===== src/hdl/ddcag_pkg.sv =====
// Purpose: shared constants for the gain stage and serial formatter
// Assumes: AXI4-Lite register access, 32-bit words
// Notes: offsets are byte addresses
package ddcag_pkg;
  // register byte offsets
  localparam logic [7:0] OFS_CTRL = 8'h00;
  localparam logic [7:0] OFS_STEP = 8'h04;
  localparam logic [7:0] OFS_THR = 8'h08;
  localparam logic [7:0] OFS_GAINA = 8'h0C;
  localparam logic [7:0] OFS_GAINB = 8'h10;
  localparam logic [7:0] OFS_LIMIT = 8'h14;
  localparam logic [7:0] OFS_SER = 8'h18;
  localparam logic [7:0] OFS_STAT = 8'h1C;
  localparam logic [7:0] OFS_ADJA = 8'h20;
  // control bit positions
  localparam int CTRL_FREEZE = 0;
  localparam int CTRL_CLEAR = 1;
  localparam int CTRL_RND_DIS = 2;
  localparam int CTRL_GAIN_MON = 3;
  localparam int CTRL_CDMA = 4;
  localparam int CTRL_EIGHT = 5;
  localparam int CTRL_ONESHOT = 6;
  localparam int CTRL_SSEL_FRZ = 8;
  localparam int CTRL_SSEL_GAIN = 11;
  localparam int CTRL_SSEL_SER = 14;
  localparam int CTRL_SSEL_INIT = 17;
  // reset values
  localparam logic [23:0] GAIN_RST = 24'h001000;
  localparam logic [15:0] AMAX_RST = 16'h7FFF;
  localparam logic [15:0] AMIN_RST = 16'h8000;
  localparam logic [31:0] SER_RST = 32'h0011_0010;
  // step field offset: code 0 means shift 3
  localparam logic [4:0] STEP_BASE = 5'h03;
  // widths
  localparam int GAIN_W = 24;
  localparam int DATA_W = 18;
  localparam int OUT_W = 25;
  typedef enum logic [1:0] {DDCAG_RESP_OKAY, DDCAG_RESP_EXOKAY, DDCAG_RESP_SLVERR,
    DDCAG_RESP_DECERR} ddcag_resp_e;
endpackage : ddcag_pkg


===== src/hdl/ddcag_ser.sv =====
// Purpose: serial bit shifter with frame strobe and bit clock divider
// Assumes: words loaded at frame start, one clock domain
// Notes: four lanes, MSB first
`timescale 1ns/10ps
module ddcag_ser
  import ddcag_pkg::*;
#(
  parameter int LANES = 4
) (
  input wire logic aclk,
  input wire logic aresetn,
  input wire logic sync_evt,
  input wire logic [3:0] clkdiv,
  input wire logic [4:0] bits_m1,
  input wire logic [6:0] fsinvl,
  input wire logic [1:0] fsdel,
  input wire logic eight_pin_mode,
  input wire logic [OUT_W-1:0] word_i [LANES],
  output logic load,
  output logic ser_clk,
  output logic frame_strobe,
  output logic [LANES-1:0] ser_data
);
  logic [3:0] div_cnt;
  logic bit_en;
  logic [6:0] bit_cnt;
  logic [OUT_W-1:0] shreg [LANES];
  logic [6:0] fs_pos;
  logic [2:0] step;

  // bit clock enable: divide by clkdiv+1, restarted by sync
  always_ff @(posedge aclk) begin
    if (!aresetn || sync_evt || div_cnt == clkdiv) begin
      div_cnt <= 4'h0;
    end else begin
      div_cnt <= div_cnt + 4'h1;
    end
  end
  assign bit_en = (div_cnt == clkdiv);

  // bit counter across the frame interval
  always_ff @(posedge aclk) begin
    if (!aresetn || sync_evt) begin
      bit_cnt <= 7'h00;
    end else if (bit_en) begin
      bit_cnt <= (bit_cnt >= fsinvl) ? 7'h00 : bit_cnt + 7'h01;
    end
  end
  assign load = bit_en && bit_cnt == 7'h00;
  assign step = eight_pin_mode ? 3'h2 : 3'h1;

  // strobe position advanced ahead of the first data bit
  assign fs_pos = (fsdel == 2'h0) ? 7'h00 : fsinvl + 7'h01 - {5'h00, fsdel};

  // shift registers, one per lane, MSB first
  genvar g;
  generate
    for (g = 0; g < LANES; g++) begin : g_lane
      always_ff @(posedge aclk) begin
        if (!aresetn) begin
          shreg[g] <= '0;
        end else if (load) begin
          shreg[g] <= word_i[g] << (5'd24 - bits_m1);
        end else if (bit_en) begin
          shreg[g] <= shreg[g] << step;
        end
      end
      // eight-pin mode: lanes 0-1 carry top I bits, lanes 2-3 top Q bits
      always_ff @(posedge aclk) begin
        if (!aresetn) begin
          ser_data[g] <= 1'b0;
        end else if (eight_pin_mode) begin
          ser_data[g] <= shreg[(g < 2) ? 0 : 1][OUT_W-1-(g % 2)];
        end else begin
          ser_data[g] <= shreg[g][OUT_W-1];
        end
      end
    end
  endgenerate

  // frame strobe and bit clock out from flops
  always_ff @(posedge aclk) begin
    if (!aresetn) begin
      frame_strobe <= 1'b0;
      ser_clk <= 1'b0;
    end else begin
      frame_strobe <= (bit_cnt == fs_pos);
      ser_clk <= (div_cnt <= {1'b0, clkdiv[3:1]});
    end
  end
endmodule : ddcag_ser


===== src/hdl/ddcag_top.sv =====
// Purpose: adaptive gain stage and serial output formatter for one DDC channel
// Assumes: AXI4-Lite master, syncs from pins on aclk domain
// Notes: parallel output, checksum and power meters are elsewhere
//
// What this block does
// process sample only when valid, I then Q
// UMTS one shared gain, CDMA two pairs
// two 24-bit gain words, A and B
// freeze holds accumulator, gain plus adjust
// clear zeroes adjustment accumulator
// freeze passes full 25-bit output
// freeze is register bit OR sync
// monitor word packs data, gain, state
// state bit0 saturated, bit1 zero
// step field value plus three
// mask low magnitude bits for zero test
// rounding field sets width, disable bit
// 8-bit threshold picks adjust direction
// zero count selects zero step size
// saturate count selects saturate step size
// adjustment held within 16-bit limits
// gain words double buffered on sync
// CDMA pins carry I,Q, 1-25 bits
// UMTS even/odd I,Q on four pins
// eight-pin mode sends top four bits
// strobe advanced 0-3, interval field 0-127
// bit clock divides by value plus one
// above threshold decrease, else increase
// 18x24 multiply, saturate before round
// up/down counters for zero and max
// stop adjusting beyond the limits
// single clock, cleared accumulator on reset
`timescale 1ns/10ps
module ddcag_top
  import ddcag_pkg::*;
(
  input wire logic aclk,
  input wire logic aresetn,
  input wire logic [7:0] s_axi_awaddr,
  input wire logic s_axi_awvalid,
  output logic s_axi_awready,
  input wire logic [31:0] s_axi_wdata,
  input wire logic [3:0] s_axi_wstrb,
  input wire logic s_axi_wvalid,
  output logic s_axi_wready,
  output logic [1:0] s_axi_bresp,
  output logic s_axi_bvalid,
  input wire logic s_axi_bready,
  input wire logic [7:0] s_axi_araddr,
  input wire logic s_axi_arvalid,
  output logic s_axi_arready,
  output logic [31:0] s_axi_rdata,
  output logic [1:0] s_axi_rresp,
  output logic s_axi_rvalid,
  input wire logic s_axi_rready,
  input wire logic [3:0] sync_pin,
  input wire logic sync_tc,
  input wire logic [DATA_W-1:0] sample_in,
  input wire logic sample_valid,
  output logic ser_clk,
  output logic frame_strobe,
  output logic [3:0] ser_data
);
  // ----------------------------------------------------------------
  // registers and bus
  // ----------------------------------------------------------------
  logic [31:0] ctrl, step_r, thr_r, ser_r, limit_r;
  logic [23:0] gaina_sh, gainb_sh;
  logic aw_got, w_got;
  logic [7:0] aw_q;
  logic [31:0] w_q;
  logic [3:0] ws_q;
  logic wr_fire;
  logic [3:0] sp_m, sp_s;
  logic oneshot;

  assign s_axi_awready = !aw_got && !s_axi_bvalid;
  assign s_axi_wready = !w_got && !s_axi_bvalid;
  assign wr_fire = aw_got && w_got;

  // capture address and data in either order
  always_ff @(posedge aclk) begin
    if (!aresetn) begin
      aw_got <= 1'b0;
      w_got <= 1'b0;
      aw_q <= 8'h00;
      w_q <= 32'h0;
      ws_q <= 4'h0;
    end else if (wr_fire) begin
      aw_got <= 1'b0;
      w_got <= 1'b0;
    end else begin
      if (s_axi_awvalid && s_axi_awready) begin
        aw_got <= 1'b1;
        aw_q <= s_axi_awaddr;
      end
      if (s_axi_wvalid && s_axi_wready) begin
        w_got <= 1'b1;
        w_q <= s_axi_wdata;
        ws_q <= s_axi_wstrb;
      end
    end
  end

  function automatic logic [31:0] merge(input logic [31:0] old, input logic [31:0] d,
                                        input logic [3:0] s);
    logic [31:0] r;
    r = old;
    for (int i = 0; i < 4; i++) begin
      if (s[i]) r[i*8 +: 8] = d[i*8 +: 8];
    end
    return r;
  endfunction : merge

  logic addr_ok;
  assign addr_ok = aw_q <= OFS_SER && aw_q[1:0] == 2'b00;

  // register writes; one-shot bit self-clears
  always_ff @(posedge aclk) begin
    if (!aresetn) begin
      ctrl <= 32'h0000_C000 | (32'h6 << CTRL_SSEL_FRZ) | (32'h6 << CTRL_SSEL_INIT);
      step_r <= 32'h0;
      thr_r <= 32'h0;
      limit_r <= {AMAX_RST, AMIN_RST};
      ser_r <= SER_RST;
      gaina_sh <= GAIN_RST;
      gainb_sh <= GAIN_RST;
      s_axi_bvalid <= 1'b0;
      s_axi_bresp <= DDCAG_RESP_OKAY;
    end else begin
      ctrl[CTRL_ONESHOT] <= 1'b0;
      if (s_axi_bvalid && s_axi_bready) s_axi_bvalid <= 1'b0;
      if (wr_fire) begin
        s_axi_bvalid <= 1'b1;
        s_axi_bresp <= addr_ok ? DDCAG_RESP_OKAY : DDCAG_RESP_SLVERR;
        unique case (aw_q)
          OFS_CTRL: ctrl <= merge(ctrl, w_q, ws_q);
          OFS_STEP: step_r <= merge(step_r, w_q, ws_q);
          OFS_THR: thr_r <= merge(thr_r, w_q, ws_q);
          OFS_GAINA: gaina_sh <= 24'(merge({8'h00, gaina_sh}, w_q, ws_q));
          OFS_GAINB: gainb_sh <= 24'(merge({8'h00, gainb_sh}, w_q, ws_q));
          OFS_LIMIT: limit_r <= merge(limit_r, w_q, ws_q);
          OFS_SER: ser_r <= merge(ser_r, w_q, ws_q);
          default: ;
        endcase
      end
    end
  end
  assign oneshot = ctrl[CTRL_ONESHOT];

  // ----------------------------------------------------------------
  // sync sources
  // ----------------------------------------------------------------
  always_ff @(posedge aclk) begin
    if (!aresetn) begin
      sp_m <= 4'h0;
      sp_s <= 4'h0;
    end else begin
      sp_m <= sync_pin;
      sp_s <= sp_m;
    end
  end

  function automatic logic sel_sync(input logic [2:0] s, input logic [3:0] p,
                                    input logic tc, input logic os);
    logic r;
    r = 1'b0;
    unique case (s)
      3'h0, 3'h1, 3'h2, 3'h3: r = p[s[1:0]];
      3'h4: r = tc;
      3'h5: r = os;
      3'h6: r = 1'b0;
      3'h7: r = 1'b1;
    endcase
    return r;
  endfunction : sel_sync

  logic frz_sync, gain_sync, ser_sync, init_sync, freeze, clear;
  assign frz_sync = sel_sync(ctrl[CTRL_SSEL_FRZ +: 3], sp_s, sync_tc, oneshot);
  assign gain_sync = sel_sync(ctrl[CTRL_SSEL_GAIN +: 3], sp_s, sync_tc, oneshot);
  assign ser_sync = sel_sync(ctrl[CTRL_SSEL_SER +: 3], sp_s, sync_tc, oneshot);
  assign init_sync = sel_sync(ctrl[CTRL_SSEL_INIT +: 3], sp_s, sync_tc, oneshot);
  assign freeze = ctrl[CTRL_FREEZE] | frz_sync;
  assign clear = ctrl[CTRL_CLEAR] | init_sync;

  // ----------------------------------------------------------------
  // gain datapath
  // ----------------------------------------------------------------
  logic [23:0] gaina, gainb;
  logic signed [24:0] adj [2];
  logic [1:0] phase; // bit0: Q sample, bit1: diversity pair
  logic cdma;
  logic path;
  logic [3:0] zcnt, scnt;
  logic [1:0] state_bits;
  assign cdma = ctrl[CTRL_CDMA];
  assign path = cdma & phase[1];

  // active gain words load on the gain sync event
  always_ff @(posedge aclk) begin
    if (!aresetn) begin
      gaina <= GAIN_RST;
      gainb <= GAIN_RST;
    end else if (gain_sync) begin
      gaina <= gaina_sh;
      gainb <= gainb_sh;
    end
  end

  // sample sequencer: I, Q, I', Q' (even then odd pair in UMTS)
  always_ff @(posedge aclk) begin
    if (!aresetn || init_sync) begin
      phase <= 2'h0;
    end else if (sample_valid) begin
      phase <= phase + 2'h1;
    end
  end

  logic signed [25:0] geff;
  logic signed [44:0] prod;
  logic signed [24:0] satv;
  logic [7:0] mag;
  logic is_zero, is_max;
  assign geff = $signed({2'b00, (path ? gainb : gaina)}) + 26'(adj[path]);
  assign prod = 45'($signed(sample_in) * geff);
  // saturate to 25 bits after dropping 12 fraction bits
  always_comb begin
    if (prod[44:36] != {9{prod[36]}}) begin
      satv = prod[44] ? 25'sh1000000 : 25'sh0FFFFFF;
    end else begin
      satv = prod[36:12];
    end
  end
  assign mag = satv[24] ? 8'(~satv[24:17]) : satv[24:17];
  assign is_zero = (mag & ~{4'h0, step_r[19:16]}) == 8'h00;
  assign is_max = mag == 8'h7F;

  // zero and saturation up/down counters
  always_ff @(posedge aclk) begin
    if (!aresetn || clear) begin
      zcnt <= 4'h0;
      scnt <= 4'h0;
    end else if (sample_valid && !freeze) begin
      if (is_zero && zcnt != 4'hF) zcnt <= zcnt + 4'h1;
      else if (!is_zero && zcnt != 4'h0) zcnt <= zcnt - 4'h1;
      if (is_max && scnt != 4'hF) scnt <= scnt + 4'h1;
      else if (!is_max && scnt != 4'h0) scnt <= scnt - 4'h1;
    end
  end

  logic [3:0] dcode;
  logic [4:0] dshift;
  logic above;
  assign above = mag > thr_r[7:0];
  always_comb begin
    if (zcnt >= step_r[27:24] && step_r[27:24] != 4'h0) dcode = step_r[11:8];
    else if (scnt >= step_r[31:28] && step_r[31:28] != 4'h0) dcode = step_r[15:12];
    else if (above) dcode = step_r[7:4];
    else dcode = step_r[3:0];
  end
  assign dshift = {1'b0, dcode} + STEP_BASE;

  logic signed [25:0] delta, nadj;
  logic signed [24:0] amax, amin;
  assign delta = geff >>> dshift;
  assign nadj = above ? 26'(adj[path]) - delta : 26'(adj[path]) + delta;
  assign amax = 25'($signed({limit_r[31:16], 8'h00}));
  assign amin = 25'($signed({limit_r[15:0], 8'h00}));

  // adjustment accumulators, one per pair
  always_ff @(posedge aclk) begin
    if (!aresetn || clear) begin
      adj[0] <= 25'sh0;
      adj[1] <= 25'sh0;
    end else if (sample_valid && !freeze) begin
      if (!above && nadj > 26'(amax)) adj[path] <= adj[path];
      else if (above && nadj < 26'(amin)) adj[path] <= adj[path];
      else adj[path] <= nadj[24:0];
    end
  end

  // ----------------------------------------------------------------
  // rounding and output words
  // ----------------------------------------------------------------
  logic [OUT_W-1:0] rnd, word_out;
  logic [4:0] drop;
  assign drop = 5'd7 + {1'b0, ser_r[19:16]}; // output_round_width
  always_comb begin
    if (freeze || ctrl[CTRL_RND_DIS]) begin
      rnd = satv;
    end else begin
      rnd = ((satv + (25'h1 << (drop - 5'd1))) >> drop) << drop;
    end
  end
  assign state_bits = {is_zero, is_max};
  always_comb begin
    if (!ctrl[CTRL_GAIN_MON]) word_out = rnd;
    else if (!phase[0]) word_out = {rnd[24:17], geff[23:16], 2'b00, 7'h00};
    else word_out = {rnd[24:17], geff[15:10], state_bits, 2'b00, 7'h00};
  end

  // capture words: lane order I, Q, I', Q' (even/odd in UMTS)
  logic [OUT_W-1:0] words [4];
  logic ld;
  always_ff @(posedge aclk) begin
    if (!aresetn) begin
      for (int i = 0; i < 4; i++) words[i] <= '0;
    end else if (sample_valid) begin
      words[phase] <= word_out;
    end
  end

  ddcag_ser #(.LANES(4)) u_ser (
    .aclk(aclk),
    .aresetn(aresetn),
    .sync_evt(ser_sync),
    .clkdiv(ser_r[3:0]),
    .bits_m1(ser_r[20:16] > 5'd24 ? 5'd24 : ser_r[20:16]),
    .fsinvl(ser_r[14:8]),
    .fsdel(ser_r[5:4]),
    .eight_pin_mode(ctrl[CTRL_EIGHT]),
    .word_i(words),
    .load(ld),
    .ser_clk(ser_clk),
    .frame_strobe(frame_strobe),
    .ser_data(ser_data)
  );

  // read path
  logic [31:0] rd_mux;
  always_comb begin
    unique case (s_axi_araddr)
      OFS_CTRL: rd_mux = ctrl;
      OFS_STEP: rd_mux = step_r;
      OFS_THR: rd_mux = thr_r;
      OFS_GAINA: rd_mux = {8'h00, gaina_sh};
      OFS_GAINB: rd_mux = {8'h00, gainb_sh};
      OFS_LIMIT: rd_mux = limit_r;
      OFS_SER: rd_mux = ser_r;
      OFS_STAT: rd_mux = {20'h0, ld, freeze, state_bits, zcnt, scnt};
      OFS_ADJA: rd_mux = {7'h00, adj[0]};
      default: rd_mux = 32'h0;
    endcase
  end
  assign s_axi_arready = !s_axi_rvalid;
  always_ff @(posedge aclk) begin
    if (!aresetn) begin
      s_axi_rvalid <= 1'b0;
      s_axi_rdata <= 32'h0;
      s_axi_rresp <= DDCAG_RESP_OKAY;
    end else if (s_axi_arvalid && s_axi_arready) begin
      s_axi_rvalid <= 1'b1;
      s_axi_rdata <= rd_mux;
      s_axi_rresp <= (s_axi_araddr <= OFS_ADJA && s_axi_araddr[1:0] == 2'b00) ?
                     DDCAG_RESP_OKAY : DDCAG_RESP_SLVERR;
    end else if (s_axi_rready) begin
      s_axi_rvalid <= 1'b0;
    end
  end
endmodule : ddcag_top


===== config.mk =====
export PLATFORM = sky130hd
export DESIGN_NAME = ddcag_top
export DESIGN_NICKNAME = d
export VERILOG_FILES = /design/src/hdl/ddcag_pkg.sv /design/src/hdl/ddcag_ser.sv /design/src/hdl/ddcag_top.sv
export SDC_FILE = /design/constraint.sdc
export NUM_CORES = 2
export LEC_CHECK = 0
export ABC_AREA = 1
export BUFFER_PORTS_ARGS = -buffer_cell sky130_fd_sc_hd__buf_2
export CAP_MARGIN = 10
export CORE_UTILIZATION = 35
export DETAILED_ROUTE_END_ITERATION = 8
export GPL_ROUTABILITY_DRIVEN = 0
export PLACE_DENSITY = 0.55
export SKIP_LAST_GASP = 1
export SLEW_MARGIN = 10
export SYNTH_ARGS = -nofsm -noshare
export SYNTH_HDL_FRONTEND = slang
export SYNTH_SLANG_ARGS = --single-unit

===== constraint.sdc =====
create_clock -name aclk -period 26.2 [get_ports aclk]
set_clock_uncertainty 0.15 [all_clocks]
set_input_delay 1.31 -clock aclk [delete_from_list [all_inputs] [get_ports aclk]]
set_output_delay 1.31 -clock aclk [all_outputs]
set_load 0.02 [all_outputs]

# Yosys cells after proc, flatten, opt, wreduce, memory -nomap -nowiden
# Memory sizes are Yosys's and may differ from the RTL's.
# Cells that the tools add are included.
# totals
rom_bits	0
in_bits	83
ram_bits	150
latch_bits	0
reg_bits	475
n_memories	2
out_inout_bits	47
# op_classes
n_bitwise	19
add_sub_neg	17
n_shift	12
n_eq_ne	48
n_reduce_logical	90
n_lt_le_gt_ge	16
n_div	0
n_mul	1
n_mux	81
# memory_table
name	words	word_bits	read_ports	rd_clocked_by_memory_dff	write_ports	line	text
u_ser.shreg	4	25	4	0	4	ddcag_ser.sv:27	logic [OUT_W-1:0] shreg [LANES];
adj	2	25	2	0	2	ddcag_top.sv:190	logic signed [24:0] adj [2];
# op_table
cell	count
25-bit 2-to-1 mux	15
32-bit one-hot mux with 9 select lines	1
25-bit by 5-bit << shifter with 25-bit output	5
100-bit bitwise mux	1
25-bit by 3-bit << shifter with 25-bit output	4
3-bit AND reduction	27
8-bit by 5-bit == test with 1-bit output (second input constant)	7
25-bit demux with 2-bit select	1
3-bit == test (second input constant)	16
18-bit by 26-bit multiplier with 44-bit output	1
1-bit 2-to-1 mux	37
17-bit 2-to-1 mux	2
8-bit by 4-bit == test with 1-bit output (second input constant)	4
4-bit 2-to-1 mux	7
25-bit by 25-bit adder with 26-bit output	1
25-bit by 26-bit adder with 26-bit output	1
26-bit by 24-bit > comparator with 1-bit output	1
26-bit by 24-bit < comparator with 1-bit output	1
26-bit 2-to-1 mux	1
26-bit by 5-bit >>> shifter with 26-bit output	1
25-bit by 26-bit subtractor with 26-bit output	1
25-bit adder	1
25-bit OR reduction	1
1-bit by 5-bit << shifter with 25-bit output (first input constant)	1
other kinds (55)	146

# Longest topological paths before layout
# logic_depth
depth_word	27
ltp_mapped	136
mapped_depth_nobuf	129

# Hierarchy
# From an unflattened synthesis, not the netlist that was laid out.
# hier_totals
cells_unflattened	8258
hier_area_um2	57802.9
# by_module_without_submodules
module	cells_per_inst	instances	seq_area_each_um2	area_each_um2
ddcag_top	6487	1	10630.2	46701.0
ddcag_ser	1771	1	3343.2	11101.9

# Worst setup path before layout
# No wires, ideal clock.
# synth_timing
path_kind	reg-to-reg
start	register phase[1]
end	memory adj[0][8], data pin
setup_slack_ns	8.015
path_stages_with_launch	129
arrival_time_ns	17.769
setup_ns	0.266
synth_period_minus_slack_ns	18.185
required_time_ns	25.784
cell_sequence	dfxtp_1 -> nand2_1 -> clkbuf_1 -> clkbuf_1 -> clkbuf_1 -> nand2_1 -> nand2_1 -> ha_1 -> inv_1 -> fa_1 -> inv_1 -> nand3_1 -> nand3_1 -> a21oi_2 -> o21ai_1 -> a21boi_1 -> o21ai_2 -> a21oi_2 -> [... 93 more ...] -> nand3_1 -> nand2_1 -> inv_1 -> ha_1 -> nand2_1 -> nor2_1 -> nand4_1 -> nor4_1 -> and3_1 -> a41oi_1 -> o21ai_0 -> o21bai_1 -> nand4_1 -> clkinv_1 -> clkbuf_1 -> nand2_1 -> o21ai_0 -> nor2_1
# synth_rtl
element	line	text
start: declaration	ddcag_top.sv:191	logic [1:0] phase;
start signal: assignment	ddcag_top.sv:215	phase <= phase + 2'h1;
end: declaration	ddcag_top.sv:190	

==> impl_results.md <==
- Status: completed
- Detailed Routing Iterations Pass 1: 8
- Critical Path Source Type: flip-flop
- Sequential fraction of the synthesis area: 0.241
- Die X: 409 um
- Number of port buffers: 127
- Initial core utilization: 0.354
- Final min period: 23920 ps
- Synth-to-layout area growth: 7.66%
- Initial drt markers: around 5500
- WS Path Type: reg2reg
- Core ar.: 164000 sq um
- Worst-case clock buffer depth: 3
- Hold/Removal Path Class: reg2reg
- Total CTS buffers: 61
- Final slew viol count: 0
- WL per Instance: 20.4 um
- GRT Total Usage: 0.249
- CP Max Fanout: 47
- Die H: 409 um
- CTS root buf: clkbuf_16
- FFs w/ async S/R, synth: 0
- Area of the die: 167000 sq um
- H-tree depth: 2
- Share of cells above drive strength 1: 0.0637
- CTS tree: done
- Net count, final: approximately 9000
- Synth area leader: dfxtp_1
- Most common cell after layout, fill and taps aside: nand2_1
- Final Hold Vio Count: 0
- Yosys warns: 0
- Most frequent cells in the layout: nand2_1 (1971), inv_1 (1164), o21ai_0 (856), nor2_1 (833), a21oi_1 (521)
- Fill cells: around 17000
- Mapped Cells: 8321
- Multi-input gate area in the final layout: between 30000 and 40000 sq um
- Largest stage delay, worst path: 690 ps
- Worst-path clk slew: 70 ps
- Via/cell ratio: ~5.4
- Final Setup Violations: 0
- Top_reg_cell synth: dfxtp_1
- Synthesized area: around 58000 sq um
- Post-Route WL: 212000 um
- Slew margin rel.: 0.206
- Final Cycle Share: 0.913
- Via count: between 50000 and 60000
- Unrepaired setup endpoints after global routing: false
- Measured slew at the worst slew-check pin: ~1200 ps
- DP HPWL: 161000 um
- Number of synthesized flops with an enable pin: 150
- Peak Freq: 41.8 MHz
- Largest net degree at the start of global routing: 143
- CP Data Required Time: about 26000 ps
- CP max stage cell: inv_1
- Crit path arrival time: 24170 ps
- First-pass GRT wire length: 325000 um
- Global route total overflow: 0
- Storage element area: between 10000 and 15000 sq um
- Max_cap viols: 0
- DRT antenna net count: 0
- Initial antenna violation count: 5
- Top flop regs: u_ser.shreg: 100 flops, words: 100 flops, adj: 50 flops
- CTS sink count: between 600 and 700
- Netlist cell types: 74
- Antenna Cells: 0
- Most frequent CP cell: nand2_1
- Most area-consuming cells after synthesis: dfxtp_1 (16%), fa_1 (16%), nand2_1 (13%), edfxtp_1 (7.8%), inv_1 (7.6%)
- Residual DRC: 0
- CP Capture Type: flip-flop
- Vias in the first global route: 53671
- Yosys top cell area share: 0.164
- Avg Inst Size Synth: 6.96 sq um
- FP Rows: 148
- I/O pin count: 130
- Worst-skew pair later-pin latency: 680 ps
- Yosys reg bits: 623
- Setup tns final: 0 ps
## synth_stat cells, types with 23 or more instances
cell type / n
nand2_1: 1975
inv_1: 1165
o21ai_0: 856
nor2_1: 839
a21oi_1: 521
dfxtp_1: 473
fa_1: 461
nand3_1: 401
clkbuf_1: 345
ha_1: 265
edfxtp_1: 150
o211ai_1: 80
xor2_1: 63
nor3_1: 50
nand4_1: 43
xnor2_1: 40
a31oi_1: 39
o22ai_1: 38
nand2_2: 36
buf_2: 34
a221oi_1: 33
o21ai_1: 33
inv_2: 30
a211oi_1: 29
buf_1: 28
nand3_2: 28
a32o_1: 23
## path summary, 6_finish.rpt
check	startpoint	to	slack (ps)	cells after the start
worst min register to register	sp_m[0]	sp_s[0]	270	2
worst max register to register	phase[1]	adj[1][5]	2280	120
worst max-delay path	phase[1]	adj[1][5]	2280	120
worst min-delay path	sp_m[0]	sp_s[0]	270	2
## metal layers
layer  GRT usage  routed length, um  vias to the layer above
met5           0                 41                        -
met4      0.0899               8630                        6
met3      0.0341              16000                      402
met2       0.402              95900                     2187
met1       0.338              91900                    26943
li1            -                  -                    26447
## critical path: cells and delay by family, from the launching register on
family | cells | cell delay [ps]
xor gates and xnor gates | 3 | 630
adders and majority gates | 12 | 5080
and+or+nand+nor | 49 | 6120
AOI/OAI and AO/OA | 30 | 5800
buffers and inverters | 26 | 5430
DFF | 1 | 350
## area by class of cell
| class | instances | share of cell area |
|---|---|---|
| multi-input combinational | 6064 | 0.607 |
| sequential | 623 | 0.224 |
| inverter | 1218 | 0.0735 |
| tap | 2175 | 0.0437 |
| clock buffer | 87 | 0.0283 |
| timing repair buffer | 208 | 0.0201 |
| clock inverter | 26 | 0.00325 |
## stage by stage
step                cell area, sq um  hold WS, ps  instances   util  setup WS [ps]
finish                         62300          272      10401  0.381           2280
global route                   62300          296      10401  0.381           44.2
CTS                            62300          281      10401  0.381           1710
detailed placement             60300          257      10288  0.369           1790
global placement               60300          255      10288  0.369           2250
floorplan                      57900          240       8322      -           8010
## cells by family (layout without fill, tap and decap cells)
family	count (synthesis)	after routing	synth area share
muxes	13	13	0.00225
xor gates and xnor gates	106	106	0.0166
AOI/OAI and AO/OA	1761	1761	0.170
DFF	623	623	0.241
adders and majority gates	726	726	0.217
buffers and inverters	1635	1539	0.108
and+or+nand+nor	3456	3456	0.246
other	1	2	0.0000648
## timing repair
action                                  CTS  global route
buffers inserted                          0             0
hold buffers                              0             0
endpoints found under the setup margin    0            50
resized for setup                         0             4
Power is not shown: default switching activity piles up to over one toggle a cycle in this logic, so the estimate is an artifact.
